===== src/verilog/satc_consts.svh =====
`ifndef SATC_CONSTS_SVH
`define SATC_CONSTS_SVH
// Register byte addresses
`define SATC_ADDR_REF_DIV      8'h04
`define SATC_ADDR_TIMER_CTRL   8'h80
`define SATC_ADDR_CELL_HDR     8'h84
`define SATC_ADDR_FLOW_CTRL    8'h88
`define SATC_ADDR_DELIN        8'h8c
`define SATC_ADDR_FRAMER       8'h90
`define SATC_ADDR_ALARM        8'h94
`define SATC_ADDR_ERROR        8'h98
`define SATC_ADDR_STATUS       8'h9c
// Reset values
`define SATC_RST_REF_DIV       16'h04bf
`define SATC_RST_TIMER         16'h0000
`define SATC_RST_CELL_HDR      16'h0000
`define SATC_RST_FLOW          16'h0000
`define SATC_RST_DELIN         16'h0076
`define SATC_RST_FRAMER        16'h0000
// Timer control fields
`define SATC_TMR_FM            12
`define SATC_TMR_PM            13
`define SATC_TMR_RT            14
`define SATC_TMR_FR            15
// Overhead byte values forced by insertion
`define SATC_LOP_PTR           16'h0f0f
`define SATC_AIS_PTR           16'hffff
`define SATC_SLM_LABEL         8'hec
`define SATC_A2_BYTE           8'h28
`endif


===== src/verilog/satc_pkg.sv =====
package satc_pkg;
    typedef enum logic [1:0] {SATC_UNFRAMED, SATC_STS1, SATC_STM1, SATC_STS3C} satc_format_e;
    typedef struct packed {
        logic       idle_gen_disable;
        logic       unassigned_discard_disable;
        logic       crc10_check_disable;
        logic       crc10_gen_disable;
        logic [2:0] vpi_bits;
        logic [3:0] vci_bits;
        logic       vci_code_invalid;
    } satc_cell_cfg_s;
    typedef struct packed {
        logic [11:0] credit_init_value;
        logic        counter_reset_null_en;
        logic        halt_nohalt_en;
    } satc_gfc_cfg_s;
    typedef struct packed {
        logic [3:0] sync_loss_count;
        logic [4:0] sync_gain_count;
        logic       payload_scramble_disable;
        logic       single_bit_correct_disable;
    } satc_delin_cfg_s;
    typedef struct packed {
        satc_format_e format;
        logic         frame_scramble_en;
        logic         parity_gen_en;
        logic         far_error_insert_en;
        logic         trace_en;
        logic         line_remote_defect_en;
        logic         path_remote_defect_en;
        logic         short_frame_test;
    } satc_framer_cfg_s;
    typedef struct packed {
        logic        force_ptr;
        logic [15:0] ptr_value;
        logic        force_label;
        logic [7:0]  label_value;
        logic        invert_a2;
        logic [15:0] other_alarms;
        logic [15:0] error_inserts;
    } satc_insert_s;
endpackage : satc_pkg


===== src/verilog/satc_control.sv =====
// The implementer's own choice: register access over AHB-Lite.
`timescale 1ns/1ps
`include "satc_consts.svh"
// Behaviour
// - Divide line clock to ref_16khz_divider
// - Timer divides reference, timeout equals divisor/16 ms
// - Fault state change starts timer when enabled
// - Monitoring event starts timer when enabled
// - Run-timer bit starts timer immediately
// - Free-run reloads timer for periodic interrupts when started by run-timer bit
// - Two-bit code gives VPI bits 1..4
// - VCI bits are 7+code-P; 111 invalid
// - Idle or unassigned cells when no data
// - Unassigned cells discarded unless disable set
// - CRC-10 check disable stops discard only
// - GFC initial credit and protocol enables
// - Delineation gained after DELTA+1 good HECs
// - Delineation lost after SYNC_LOSS_COUNT bad HECs
// - Format field selects framing
// - Scrambling and BIP on unless disabled
// - FEBE inserted unless disabled
// - RDI and path trace on unless disabled
// - Pointer forced to 0f0f or ffff
// - C2 label overwritten on mismatch insertion
// - A2 bytes inverted for out-of-frame
module satc_control #(
    parameter int REF_DIV_W   = 12,
    parameter int TIMER_DIV_W = 12
) (
    input  wire logic                      hclk,
    input  wire logic                      hresetn,
    input  wire logic                      clk_en,
    input  wire logic                      hsel,
    input  wire logic [7:0]                haddr,
    input  wire logic [1:0]                htrans,
    input  wire logic                      hwrite,
    input  wire logic [2:0]                hsize,
    input  wire logic [31:0]               hwdata,
    input  wire logic                      hready,
    output logic      [31:0]               hrdata,
    output logic                           hreadyout,
    output logic                           hresp,
    input  wire logic                      line_tx_clock,
    input  wire logic                      fault_change,
    input  wire logic                      monitor_event,
    output logic                           ref_tick,
    output logic                           timer_irq,
    output satc_pkg::satc_cell_cfg_s       cell_cfg,
    output satc_pkg::satc_gfc_cfg_s        gfc_cfg,
    output satc_pkg::satc_delin_cfg_s      delin_cfg,
    output satc_pkg::satc_framer_cfg_s     framer_cfg,
    output satc_pkg::satc_insert_s         insert
);
    import satc_pkg::*;

    logic [15:0]            ref_16khz_divider;
    logic [15:0]            interrupt_timer_control;
    logic [15:0]            cell_header_config;
    logic [15:0]            flow_control_config;
    logic [15:0]            cell_delineation_config;
    logic [15:0]            framer_config;
    logic [15:0]            alarm_insertion;
    logic [15:0]            error_insertion;
    logic                   wr_pend;
    logic [7:0]             wr_addr;
    logic [REF_DIV_W-1:0]   ref_cnt;
    logic [TIMER_DIV_W-1:0] tmr_cnt;
    logic                   tmr_run;
    logic                   tmr_free;
    logic                   clk_q1;
    logic                   clk_q2;
    logic                   clk_q3;
    logic                   line_edge;
    logic                   rt_set;
    logic                   tmr_start;
    logic [REF_DIV_W-1:0]   ref_divisor;
    logic [TIMER_DIV_W-1:0] timer_divisor;

    // Register read decode, shared by the read path
    function automatic logic [15:0] reg_read(input logic [7:0] a);
        case (a)
            `SATC_ADDR_REF_DIV:    reg_read = ref_16khz_divider;
            `SATC_ADDR_TIMER_CTRL: reg_read = interrupt_timer_control;
            `SATC_ADDR_CELL_HDR:   reg_read = cell_header_config;
            `SATC_ADDR_FLOW_CTRL:  reg_read = flow_control_config;
            `SATC_ADDR_DELIN:      reg_read = cell_delineation_config;
            `SATC_ADDR_FRAMER:     reg_read = framer_config;
            `SATC_ADDR_ALARM:      reg_read = alarm_insertion;
            `SATC_ADDR_ERROR:      reg_read = error_insertion;
            `SATC_ADDR_STATUS:     reg_read = {14'h0000, tmr_free, tmr_run};
            default:               reg_read = 16'h0000;
        endcase
    endfunction : reg_read

    // Zero-wait slave, always OKAY
    assign hreadyout = 1'b1;
    assign hresp     = 1'b0;

    // Capture write address phase; data follows next cycle
    always_ff @(posedge hclk or negedge hresetn) begin
        if (!hresetn) begin
            wr_pend <= 1'b0;
            wr_addr <= 8'h00;
        end else if (clk_en) begin
            wr_pend <= hsel && hready && htrans[1] && hwrite;
            wr_addr <= haddr;
        end
    end

    // Read data registered at the address phase
    always_ff @(posedge hclk or negedge hresetn) begin
        if (!hresetn) begin
            hrdata <= 32'h00000000;
        end else if (clk_en && hsel && hready && htrans[1] && !hwrite) begin
            hrdata <= {16'h0000, reg_read(haddr)};
        end
    end

    // Register writes; run-timer self clears once the timer starts
    always_ff @(posedge hclk or negedge hresetn) begin
        if (!hresetn) begin
            ref_16khz_divider       <= `SATC_RST_REF_DIV;
            interrupt_timer_control <= `SATC_RST_TIMER;
            cell_header_config      <= `SATC_RST_CELL_HDR;
            flow_control_config     <= `SATC_RST_FLOW;
            cell_delineation_config <= `SATC_RST_DELIN;
            framer_config           <= `SATC_RST_FRAMER;
            alarm_insertion         <= 16'h0000;
            error_insertion         <= 16'h0000;
        end else if (clk_en) begin
            if (wr_pend) begin
                case (wr_addr)
                    `SATC_ADDR_REF_DIV:    ref_16khz_divider <= {4'h0, hwdata[11:0]};
                    `SATC_ADDR_TIMER_CTRL: interrupt_timer_control <= hwdata[15:0];
                    `SATC_ADDR_CELL_HDR:   cell_header_config <= hwdata[15:0] & 16'h0f73;
                    `SATC_ADDR_FLOW_CTRL:  flow_control_config <= hwdata[15:0] & 16'h3fff;
                    `SATC_ADDR_DELIN:      cell_delineation_config <= hwdata[15:0] & 16'h03ff;
                    `SATC_ADDR_FRAMER:     framer_config <= hwdata[15:0] & 16'h7f03;
                    `SATC_ADDR_ALARM:      alarm_insertion <= hwdata[15:0] & 16'h07ff;
                    `SATC_ADDR_ERROR:      error_insertion <= hwdata[15:0];
                    default: ;
                endcase
            end
            // Clear under other writes too, else back-to-back writes restart the timer
            if (rt_set && !(wr_pend && wr_addr == `SATC_ADDR_TIMER_CTRL)) begin
                interrupt_timer_control[`SATC_TMR_RT] <= 1'b0;
            end
        end
    end

    assign ref_divisor   = ref_16khz_divider[REF_DIV_W-1:0];
    assign timer_divisor = interrupt_timer_control[TIMER_DIV_W-1:0];
    assign rt_set        = interrupt_timer_control[`SATC_TMR_RT];

    // Line clock is slow against hclk; synchronise and sample its rising edges
    always_ff @(posedge hclk or negedge hresetn) begin
        if (!hresetn) begin
            clk_q1 <= 1'b0;
            clk_q2 <= 1'b0;
            clk_q3 <= 1'b0;
        end else if (clk_en) begin
            clk_q1 <= line_tx_clock;
            clk_q2 <= clk_q1;
            clk_q3 <= clk_q2;
        end
    end
    assign line_edge = clk_q2 && !clk_q3;

    // Reference divider: one tick every ref_divisor line edges
    always_ff @(posedge hclk or negedge hresetn) begin
        if (!hresetn) begin
            ref_cnt  <= '0;
            ref_tick <= 1'b0;
        end else if (clk_en) begin
            ref_tick <= 1'b0;
            if (line_edge) begin
                if (ref_cnt + 1'b1 >= ref_divisor) begin
                    ref_cnt  <= '0;
                    ref_tick <= 1'b1;
                end else begin
                    ref_cnt <= ref_cnt + 1'b1;
                end
            end
        end
    end

    assign tmr_start = rt_set
        || (interrupt_timer_control[`SATC_TMR_FM] && fault_change)
        || (interrupt_timer_control[`SATC_TMR_PM] && monitor_event);

    // Interrupt timer counts reference ticks; restart wins over expiry
    always_ff @(posedge hclk or negedge hresetn) begin
        if (!hresetn) begin
            tmr_cnt   <= '0;
            tmr_run   <= 1'b0;
            tmr_free  <= 1'b0;
            timer_irq <= 1'b0;
        end else if (clk_en) begin
            timer_irq <= 1'b0;
            if (tmr_start) begin
                tmr_cnt  <= timer_divisor;
                tmr_run  <= 1'b1;
                tmr_free <= rt_set && interrupt_timer_control[`SATC_TMR_FR];
            end else if (tmr_run && ref_tick) begin
                if (tmr_cnt <= 1) begin
                    timer_irq <= 1'b1;
                    tmr_cnt   <= timer_divisor;
                    tmr_run   <= tmr_free && interrupt_timer_control[`SATC_TMR_FR];
                end else begin
                    tmr_cnt <= tmr_cnt - 1'b1;
                end
            end
        end
    end

    // Cell header configuration decode
    always_comb begin
        cell_cfg.idle_gen_disable           = cell_header_config[8];
        cell_cfg.unassigned_discard_disable = cell_header_config[9];
        cell_cfg.crc10_check_disable        = cell_header_config[10];
        cell_cfg.crc10_gen_disable          = cell_header_config[11];
        cell_cfg.vpi_bits = {1'b0, cell_header_config[1:0]} + 3'h1;
        cell_cfg.vci_bits = 4'h7 + {1'b0, cell_header_config[6:4]}
            - {1'b0, cell_cfg.vpi_bits};
        cell_cfg.vci_code_invalid = (cell_header_config[6:4] == 3'h7);
    end

    // GFC and delineation fields
    always_comb begin
        gfc_cfg.credit_init_value     = flow_control_config[11:0];
        gfc_cfg.counter_reset_null_en = flow_control_config[12];
        gfc_cfg.halt_nohalt_en        = flow_control_config[13];
        delin_cfg.sync_gain_count = {1'b0, cell_delineation_config[3:0]} + 5'h01;
        delin_cfg.sync_loss_count = cell_delineation_config[7:4];
        delin_cfg.payload_scramble_disable   = cell_delineation_config[8];
        delin_cfg.single_bit_correct_disable = cell_delineation_config[9];
    end

    // Framer enables: stored as disables so reset leaves features on
    always_comb begin
        framer_cfg.format                = satc_format_e'(framer_config[1:0]);
        framer_cfg.frame_scramble_en     = !framer_config[8];
        framer_cfg.parity_gen_en         = !framer_config[9];
        framer_cfg.far_error_insert_en   = !framer_config[10];
        framer_cfg.trace_en              = !framer_config[11];
        framer_cfg.line_remote_defect_en = !framer_config[12];
        framer_cfg.path_remote_defect_en = !framer_config[13];
        framer_cfg.short_frame_test      = framer_config[14];
    end

    // Overhead overrides follow the live register bits only
    always_comb begin
        insert.force_ptr    = alarm_insertion[3] || alarm_insertion[4];
        insert.ptr_value    = alarm_insertion[4] ? `SATC_AIS_PTR : `SATC_LOP_PTR;
        insert.force_label  = alarm_insertion[5];
        insert.label_value  = `SATC_SLM_LABEL;
        insert.invert_a2    = alarm_insertion[1];
        insert.other_alarms = alarm_insertion;
        insert.error_inserts = error_insertion;
    end
endmodule : satc_control


===== config.mk =====
export PLATFORM = sky130hd
export DESIGN_NAME = satc_control
export DESIGN_NICKNAME = d
export VERILOG_FILES = /design/src/verilog/satc_pkg.sv /design/src/verilog/satc_control.sv
export VERILOG_INCLUDE_DIRS = /design/src /design/src/verilog
export SDC_FILE = /design/constraint.sdc
export NUM_CORES = 1
export LEC_CHECK = 0
export BUFFER_PORTS_ARGS = -buffer_cell sky130_fd_sc_hd__clkbuf_2
export CORE_ASPECT_RATIO = 0.8
export CORE_MARGIN = 8
export CORE_UTILIZATION = 25
export CTS_BUF_LIST = sky130_fd_sc_hd__clkbuf_16
export DETAILED_ROUTE_END_ITERATION = 8
export PLACE_DENSITY = 0.53
export SYNTH_ARGS = -nofsm -noshare
export SYNTH_HDL_FRONTEND = slang
export SYNTH_SLANG_ARGS = --single-unit

===== constraint.sdc =====
create_clock -name hclk -period 5.3 [get_ports hclk]
set_input_delay 0.53 -clock hclk [delete_from_list [all_inputs] [get_ports hclk]]
set_output_delay 0.53 -clock hclk [all_outputs]
set_load 0.01 [all_outputs]

==> reports/results.ini, run 1 <==
[status]
status=complete, no violations

[pwr]
p_total_uw=2900
p_leak_uw=0.00477
irDropWorstVdd_mv=0.225
p_per_area_nw_per_um2=294

[routing]
vias_per_cell=4.79
dr.pass1.iters=5
drc_errors=0
routed_wl_microns=28100
wl_per_cell_microns=20.9
ant_nets=0
vias=6448
drt-initial-drc-count=548

[clocking]
clock_path_buffers=2
cts_tree=yes
cts_sinks=153
cts_hold_buf=0
ctsResizeCount=0
clk_pin_slew_worst_paths_ps=70
htreeDepth=4
cts_inserted_buffers=17
clk_latency_ps=430
cts_root_buf=clkbuf_16
cts_setup_buffers=0

[yosys]
yosys.area.top_type_share_pct=41.9
synth_area_per_cell_sq_um=10.5
synth_area_leaders=dfrtp_1 42%, mux2_2 13%, buf_4 5.6%, dfstp_2 4.1%, nand2_1 3.4%
synth_edf_count=0
synth_area_sq_um=8370
synth_top_flop_cell=dfrtp_1
syn-instance-count=798
async_reset_ff_share_pct=100
ys_types=74
yosysWarnings=0
ys_seq_area_share_pct=46.0
yosys.area.top_type=dfrtp_1
ys_ff_latch=153

[final_layout]
multi_input_area_sq_um=3910
final_cells=1347
drive_gt1_share_pct=33.2
diodes=0
fillCellCount=3525
area_delta_synth_final_pct=17.9
finish.utilization_pct=29.6
regArea_sq_um=3840
nets=975

[global_routing]
grt_usage_pct=14.2
grt_pass1_wl_microns=42200
grt_max_degree=103
grt-ovfl-total=0
grt_pass1_vias=6434
antenna_found_initial=0

[sta]
timing.final.crit_share_pct=60.7
maxSlewViolCount=0
rsz0062_at_grt=false
max_freq_mhz=311
setup-violations-final=0
slew_headroom_pct=23.7
fin_crit_ps=3220
hold_slack_ps=215
clock_skew_ps=14.3
hold_viol=0
tightest_slew_ps=1140
tns_ps=0

[die]
die_area_sq_um=39600
rows=60
start_util_pct=25.1
die_y_microns=180
die_w_microns=221
core_sq_um=33300
ios=195

[placed_design]
place.gp.congestion=0.859
dp.cells=1315
hpwl_microns=21200
io_buffers=135

[worst_setup_path]
critPathMaxFanout=8
ff2ff_path_depth=10
cp-start-kind=flip-flop
rrSetupSlack_ps=2080
crit_arrival_ps=3530
crit_type=reg2reg
crit_required_ps=5610
reg2reg_from=ref_cnt[2]$_DFFE_PN0P_
r2r_end=ref_tick$_DFFE_PN0P_
cp-end-kind=flip-flop

[run]
cap_viol_max_count=0

[min_path]
hp-class=in2async

[final cells by class]
type | instances | share of cell area, %
clock inverter | 15 | 2.49
clock buffer | 17 | 4.31
timing repair buffer | 143 | 7.52
sequential | 153 | 39.0
tap | 434 | 5.50
multi-input combinational | 543 | 39.6
inverter | 42 | 1.60
[stage by stage]
step | instance area (sq um) | setup slack (ps)
2_1_floorplan | 8510 | 2760
3_3_place_gp | 9200 | 2190
3_5_place_dp | 9200 | 2170
4_1_cts | 9870 | 2140
5_1_grt | 9870 | 1810
6_report | 9870 | 2080
[layer usage]
layer	global-route usage, %	up-vias	share of wire (%)
met5	0	-	0
met4	4.02	0	1.7
met3	4.35	21	7.7
met2	19.7	222	41
met1	20.8	3244	49
li1	-	2961	-
[Yosys cell counts, drive strengths merged, types with 4 or more instances]
cell,number
a22oi,15
nor2b,5
mux2i,17
nor3,15
and3,4
nor3b,4
dfrtp,140
buf,75
nand4,8
nor2,32
nor4,5
a211oi,5
a22o,9
nand3b,6
nand2,76
ha,20
a31oi,6
xor2,4
inv,40
or3,5
o21ai,54
o31ai,4
dfstp,13
nand3,24
o211ai,4
and2,8
mux2,94
a21oi,15
clkbuf,22
xnor2,8
o22ai,6
[placed cells by master, fill, tap and decap left out, drive strengths merged, types with 4 or more instances in the layout]
master | Yosys | layout
nor3b | 4 | 4
o21ai | 54 | 54
nand3 | 24 | 24
nand4 | 8 | 8
xnor2 | 8 | 8
a31oi | 6 | 6
clkbuf | 22 | 151
o211ai | 4 | 4
nand3b | 6 | 6
nor2 | 32 | 32
xor2 | 4 | 4
mux2 | 94 | 94
ha | 20 | 20
a211oi | 5 | 5
nor4 | 5 | 5
o22ai | 6 | 6
nor2b | 5 | 5
a21oi | 15 | 15
nand2 | 76 | 76
nor3 | 15 | 15
inv | 40 | 45
dfstp | 13 | 13
conb | 2 | 39
and2 | 8 | 8
clkinv | 2 | 5
buf | 75 | 9
a22oi | 15 | 15
o31ai | 4 | 4
or3 | 5 | 5
and3 | 4 | 4
bufinv | 0 | 6
a22o | 9 | 9
dfrtp | 140 | 140
mux2i | 17 | 17
[sequential cells by signal, indices dropped and copies added (netlist names)]
register,cells
tmr_free,1
cell_header_config,9
clk_q3,1
ref_cnt,12
ref_16khz_divider,12
tmr_cnt,12
alarm_insertion,11
interrupt_timer_control,16
hrdata,16
clk_q1,1
cell_delineation_config,10
wr_addr,8
flow_control_config,14
clk_q2,1
framer_config,9
tmr_run,1
timer_irq,1
ref_tick,1
error_insertion,16
wr_pend,1
[critical path: stages (launching register included)]
cell and delay, ps:
dfrtp_1 440, nand3_1 180, nor4_1 440, nor2_1 110, nand2b_1 180, ha_1 290, a21oi_1 140, o21ai_0 140
a21oi_1 560, nand2_1 340, a22o_1 280
[worst max-delay path by stage]
stage	end	depth (start not counted)	startpoint
floorplan	ref_tick$_DFFE_PN0P_	11	ref_cnt[5]$_DFFE_PN0P_
global placement	ref_tick$_DFFE_PN0P_	10	ref_cnt[2]$_DFFE_PN0P_
detailed placement	ref_tick$_DFFE_PN0P_	10	ref_cnt[2]$_DFFE_PN0P_
CTS	ref_tick$_DFFE_PN0P_	10	ref_cnt[2]$_DFFE_PN0P_
global route	ref_tick$_DFFE_PN0P_	10	ref_cnt[2]$_DFFE_PN0P_
finish	ref_tick$_DFFE_PN0P_	10	ref_cnt[2]$_DFFE_PN0P_
[kinds of logic after synthesis]
logic type	count (synthesis)	synth area share, %
buf+inv	139	9.12
compound gates	148	11.9
other cells	2	0.0898
fa+ha+maj	21	3.23
flops	153	46.0
mux	114	15.5
simple gates	209	12.9
xor+xnor	12	1.26
[report_power, final]
part | leakage [uW] | internal, uW | switching [uW]
Combinational | 0.00249 | 82.3 | 170
Sequential | 0.00196 | 1200 | 38.1
Clock | 0.000330 | 887 | 520
(Power assumes the default switching activity.)
==> inputs of run 2 (changes only) <==
Settings changed: PLACE_DENSITY 0.53 to 0.55.
Clock period 5.3 ns to 2.8 ns, I/O delays scaled along.
==> reports/results.ini, run 2 (same netlist as run 1, synthesis figures left out) <==
[status]
status=complete, no violations  ; unchanged

[routing]
ant_nets=0  ; unchanged
dr.pass1.iters=5  ; unchanged
vias_per_cell=4.80  ; was 4.79
drt-initial-drc-count=518  ; was 548
routed_wl_microns=28900  ; was 28100 microns
wl_per_cell_microns=21.0  ; was 20.9 microns
drc_errors=0  ; unchanged
vias=6594  ; was 6448

[global_routing]
grt_pass1_vias=6642  ; was 6434
grt_pass1_wl_microns=43100  ; was 42200 microns
antenna_found_initial=1  ; was 0
grt-ovfl-total=0  ; unchanged
grt_usage_pct=14.4  ; was 14.2%
grt_max_degree=65  ; was 103

[sta]
setup-violations-final=0  ; unchanged
hold_viol=0  ; unchanged
maxSlewViolCount=0  ; unchanged
hold_slack_ps=87.5  ; was 215 ps
fin_crit_ps=2520  ; was 3220 ps
tightest_slew_ps=807  ; was 1140 ps
clock_skew_ps=10.7  ; was 14.3 ps
tns_ps=0  ; unchanged
max_freq_mhz=397  ; was 311 MHz
timing.final.crit_share_pct=90.0  ; was 60.7%
slew_headroom_pct=46.0  ; was 23.7%

[pwr]
p_per_area_nw_per_um2=542  ; was 294 nW/um^2
p_total_uw=5480  ; was 2900 uW
irDropWorstVdd_mv=0.376  ; was 0.225 mV
p_leak_uw=0.00489  ; was 0.00477 uW

[worst_setup_path]
cp_common_cell=nand3_1  ; was a21oi_1
crit_required_ps=3150  ; was 5610 ps
path_cells=nand3_2, nor2_2, nand3_1, xnor2_1, ha_1, a21oi_1, o21ai_0, a21oi_2, buf_4, nand3_1, o22ai_1  ; was nand3_1, nor4_1, nor2_1, nand2b_1, ha_1, a21oi_1, o21ai_0, a21oi_1, nand2_1, a22o_1
cp-end-kind=flip-flop  ; unchanged
critPathMaxFanout=5  ; was 8
cp-start-kind=flip-flop  ; unchanged
reg2reg_from=ref_cnt[4]$_DFFE_PN0P_  ; was ref_cnt[2]$_DFFE_PN0P_
crit_type=reg2reg  ; unchanged
slowest_stage=dfrtp_1  ; was a21oi_1
ff2ff_path_depth=11  ; was 10
rrSetupSlack_ps=280  ; was 2080 ps
max_stage_delay_ps=420  ; was 560 ps
crit_arrival_ps=2870  ; was 3530 ps
r2r_end=ref_cnt[2]$_DFFE_PN0P_  ; was ref_tick$_DFFE_PN0P_

[min_path]
holdPathEnd=clk_q1$_DFFE_PN0P_
hp-start=line_tx_clock
hp-class=in2reg  ; was in2async
hold_path_depth=2

[placed_design]
hpwl_microns=22100  ; was 21200 microns
io_buffers=135  ; unchanged
place.gp.congestion=0.844  ; was 0.859

[clocking]
cts_sinks=153  ; unchanged
cts_tree=yes  ; unchanged
cts_root_buf=clkbuf_16  ; unchanged
cts_setup_buffers=0  ; unchanged
clk_latency_ps=430  ; about the same
clk_pin_slew_worst_paths_ps=60  ; was 70 ps
clock_path_buffers=2  ; unchanged
cts_inserted_buffers=17  ; unchanged
htreeDepth=4  ; unchanged

[final_layout]
drive_gt1_share_pct=35.8  ; was 33.2%
reg_top3=error_insertion x16, hrdata x16, interrupt_timer_control x16  ; unchanged
final_common_cell=dfrtp_1  ; unchanged
nets=1001  ; was 975
mostFrequentLayoutCells=139 x dfrtp_1, 134 x clkbuf_2, 94 x mux2_2  ; was 140 x dfrtp_1, 134 x clkbuf_2, 94 x mux2_2
area_delta_synth_final_pct=20.7  ; was 17.9%

[die]
ios=195  ; unchanged
die_area_sq_um=39600  ; unchanged
rows=60  ; unchanged
start_util_pct=25.1  ; unchanged
core_sq_um=33300  ; unchanged
die_w_microns=221  ; unchanged
die_y_microns=180  ; unchanged

[run]
cap_viol_max_count=0  ; unchanged

-- run 2: cell count changes in the layout (fill, tap and decap cells not counted), sizes merged --
cell,change
dlygate4sd3,+1
inv,-3
clkinv,+3
clkinvlp,+1
buf,+25
bufinv,-1
diode,+1
-- run 2: how the worst max path moves through the flow --
stage,start,endpoint,slack [ps],cells after the start
floorplan,ref_cnt[5]$_DFFE_PN0P_,ref_tick$_DFFE_PN0P_,260,11
global placement,ref_cnt[4]$_DFFE_PN0P_,ref_cnt[2]$_DFFE_PN0P_,120,11
detailed placement,ref_cnt[4]$_DFFE_PN0P_,ref_cnt[2]$_DFFE_PN0P_,80,11
CTS,ref_cnt[4]$_DFFE_PN0P_,ref_cnt[2]$_DFFE_PN0P_,70,11
global route,ref_cnt[4]$_DFFE_PN0P_,ref_cnt[2]$_DFFE_PN0P_,-30,11
finish,ref_cnt[4]$_DFFE_PN0P_,ref_cnt[2]$_DFFE_PN0P_,280,11
-- run 2: cell type report --
type                            instances  area, sq um
Clock buffer                           17          425
Timing Repair Buffer                  169          965
Tap cell                              434          543
Multi-Input combinational cell        543         3930
Inverter                               42          158
Clock inverter                         15          224
Sequential cell                       153         3850
Fill cell                            3485        23200
Antenna cell                            1         2.50
-- run 2: per-layer routing --
metal | share of wire, % | track usage, %
met5 | 0 | 0
met4 | 2.4 | 4.56
met3 | 6.3 | 3.51
met2 | 41 | 19.8
met1 | 50 | 21.7
-- run 2: power breakdown --
group	internal, uW	switching (uW)	total [uW]
combinational	190	364	553
sequential	2280	62.4	2340
clock	1590	992	2580
-- run 2: stage by stage --
step | setup slack, ps | cells | cell area, sq um | util (%)
floorplan | 264 | 835 | 8510 | -
global placement | 120 | 1340 | 9400 | 28.2
detailed placement | 83.6 | 1340 | 9400 | 28.2
CTS | 67.8 | 1373 | 10100 | 30.2
global route | -28.4 | 1374 | 10100 | 30.3
finish | 281 | 1374 | 10100 | 30.3
-- run 2: critical path, delay by kind of cell (launching register included) --
family,cells,cell delay [ps]
AOI/OAI and AO/OA,4,700
xor gates and xnor gates,1,230
adders and majority gates,1,310
buffers and inverters,1,190
DFF,1,420
and+or+nand+nor,4,610
-- run 2: timing repair --
| action | CTS | global route |
|---|---|---|
| gates resized for setup | 0 | 7 |
| hold buffers | 1 | 0 |
| endpoints found under the hold margin | 59 | 0 |
| setup endpoints to repair | 0 | 12 |
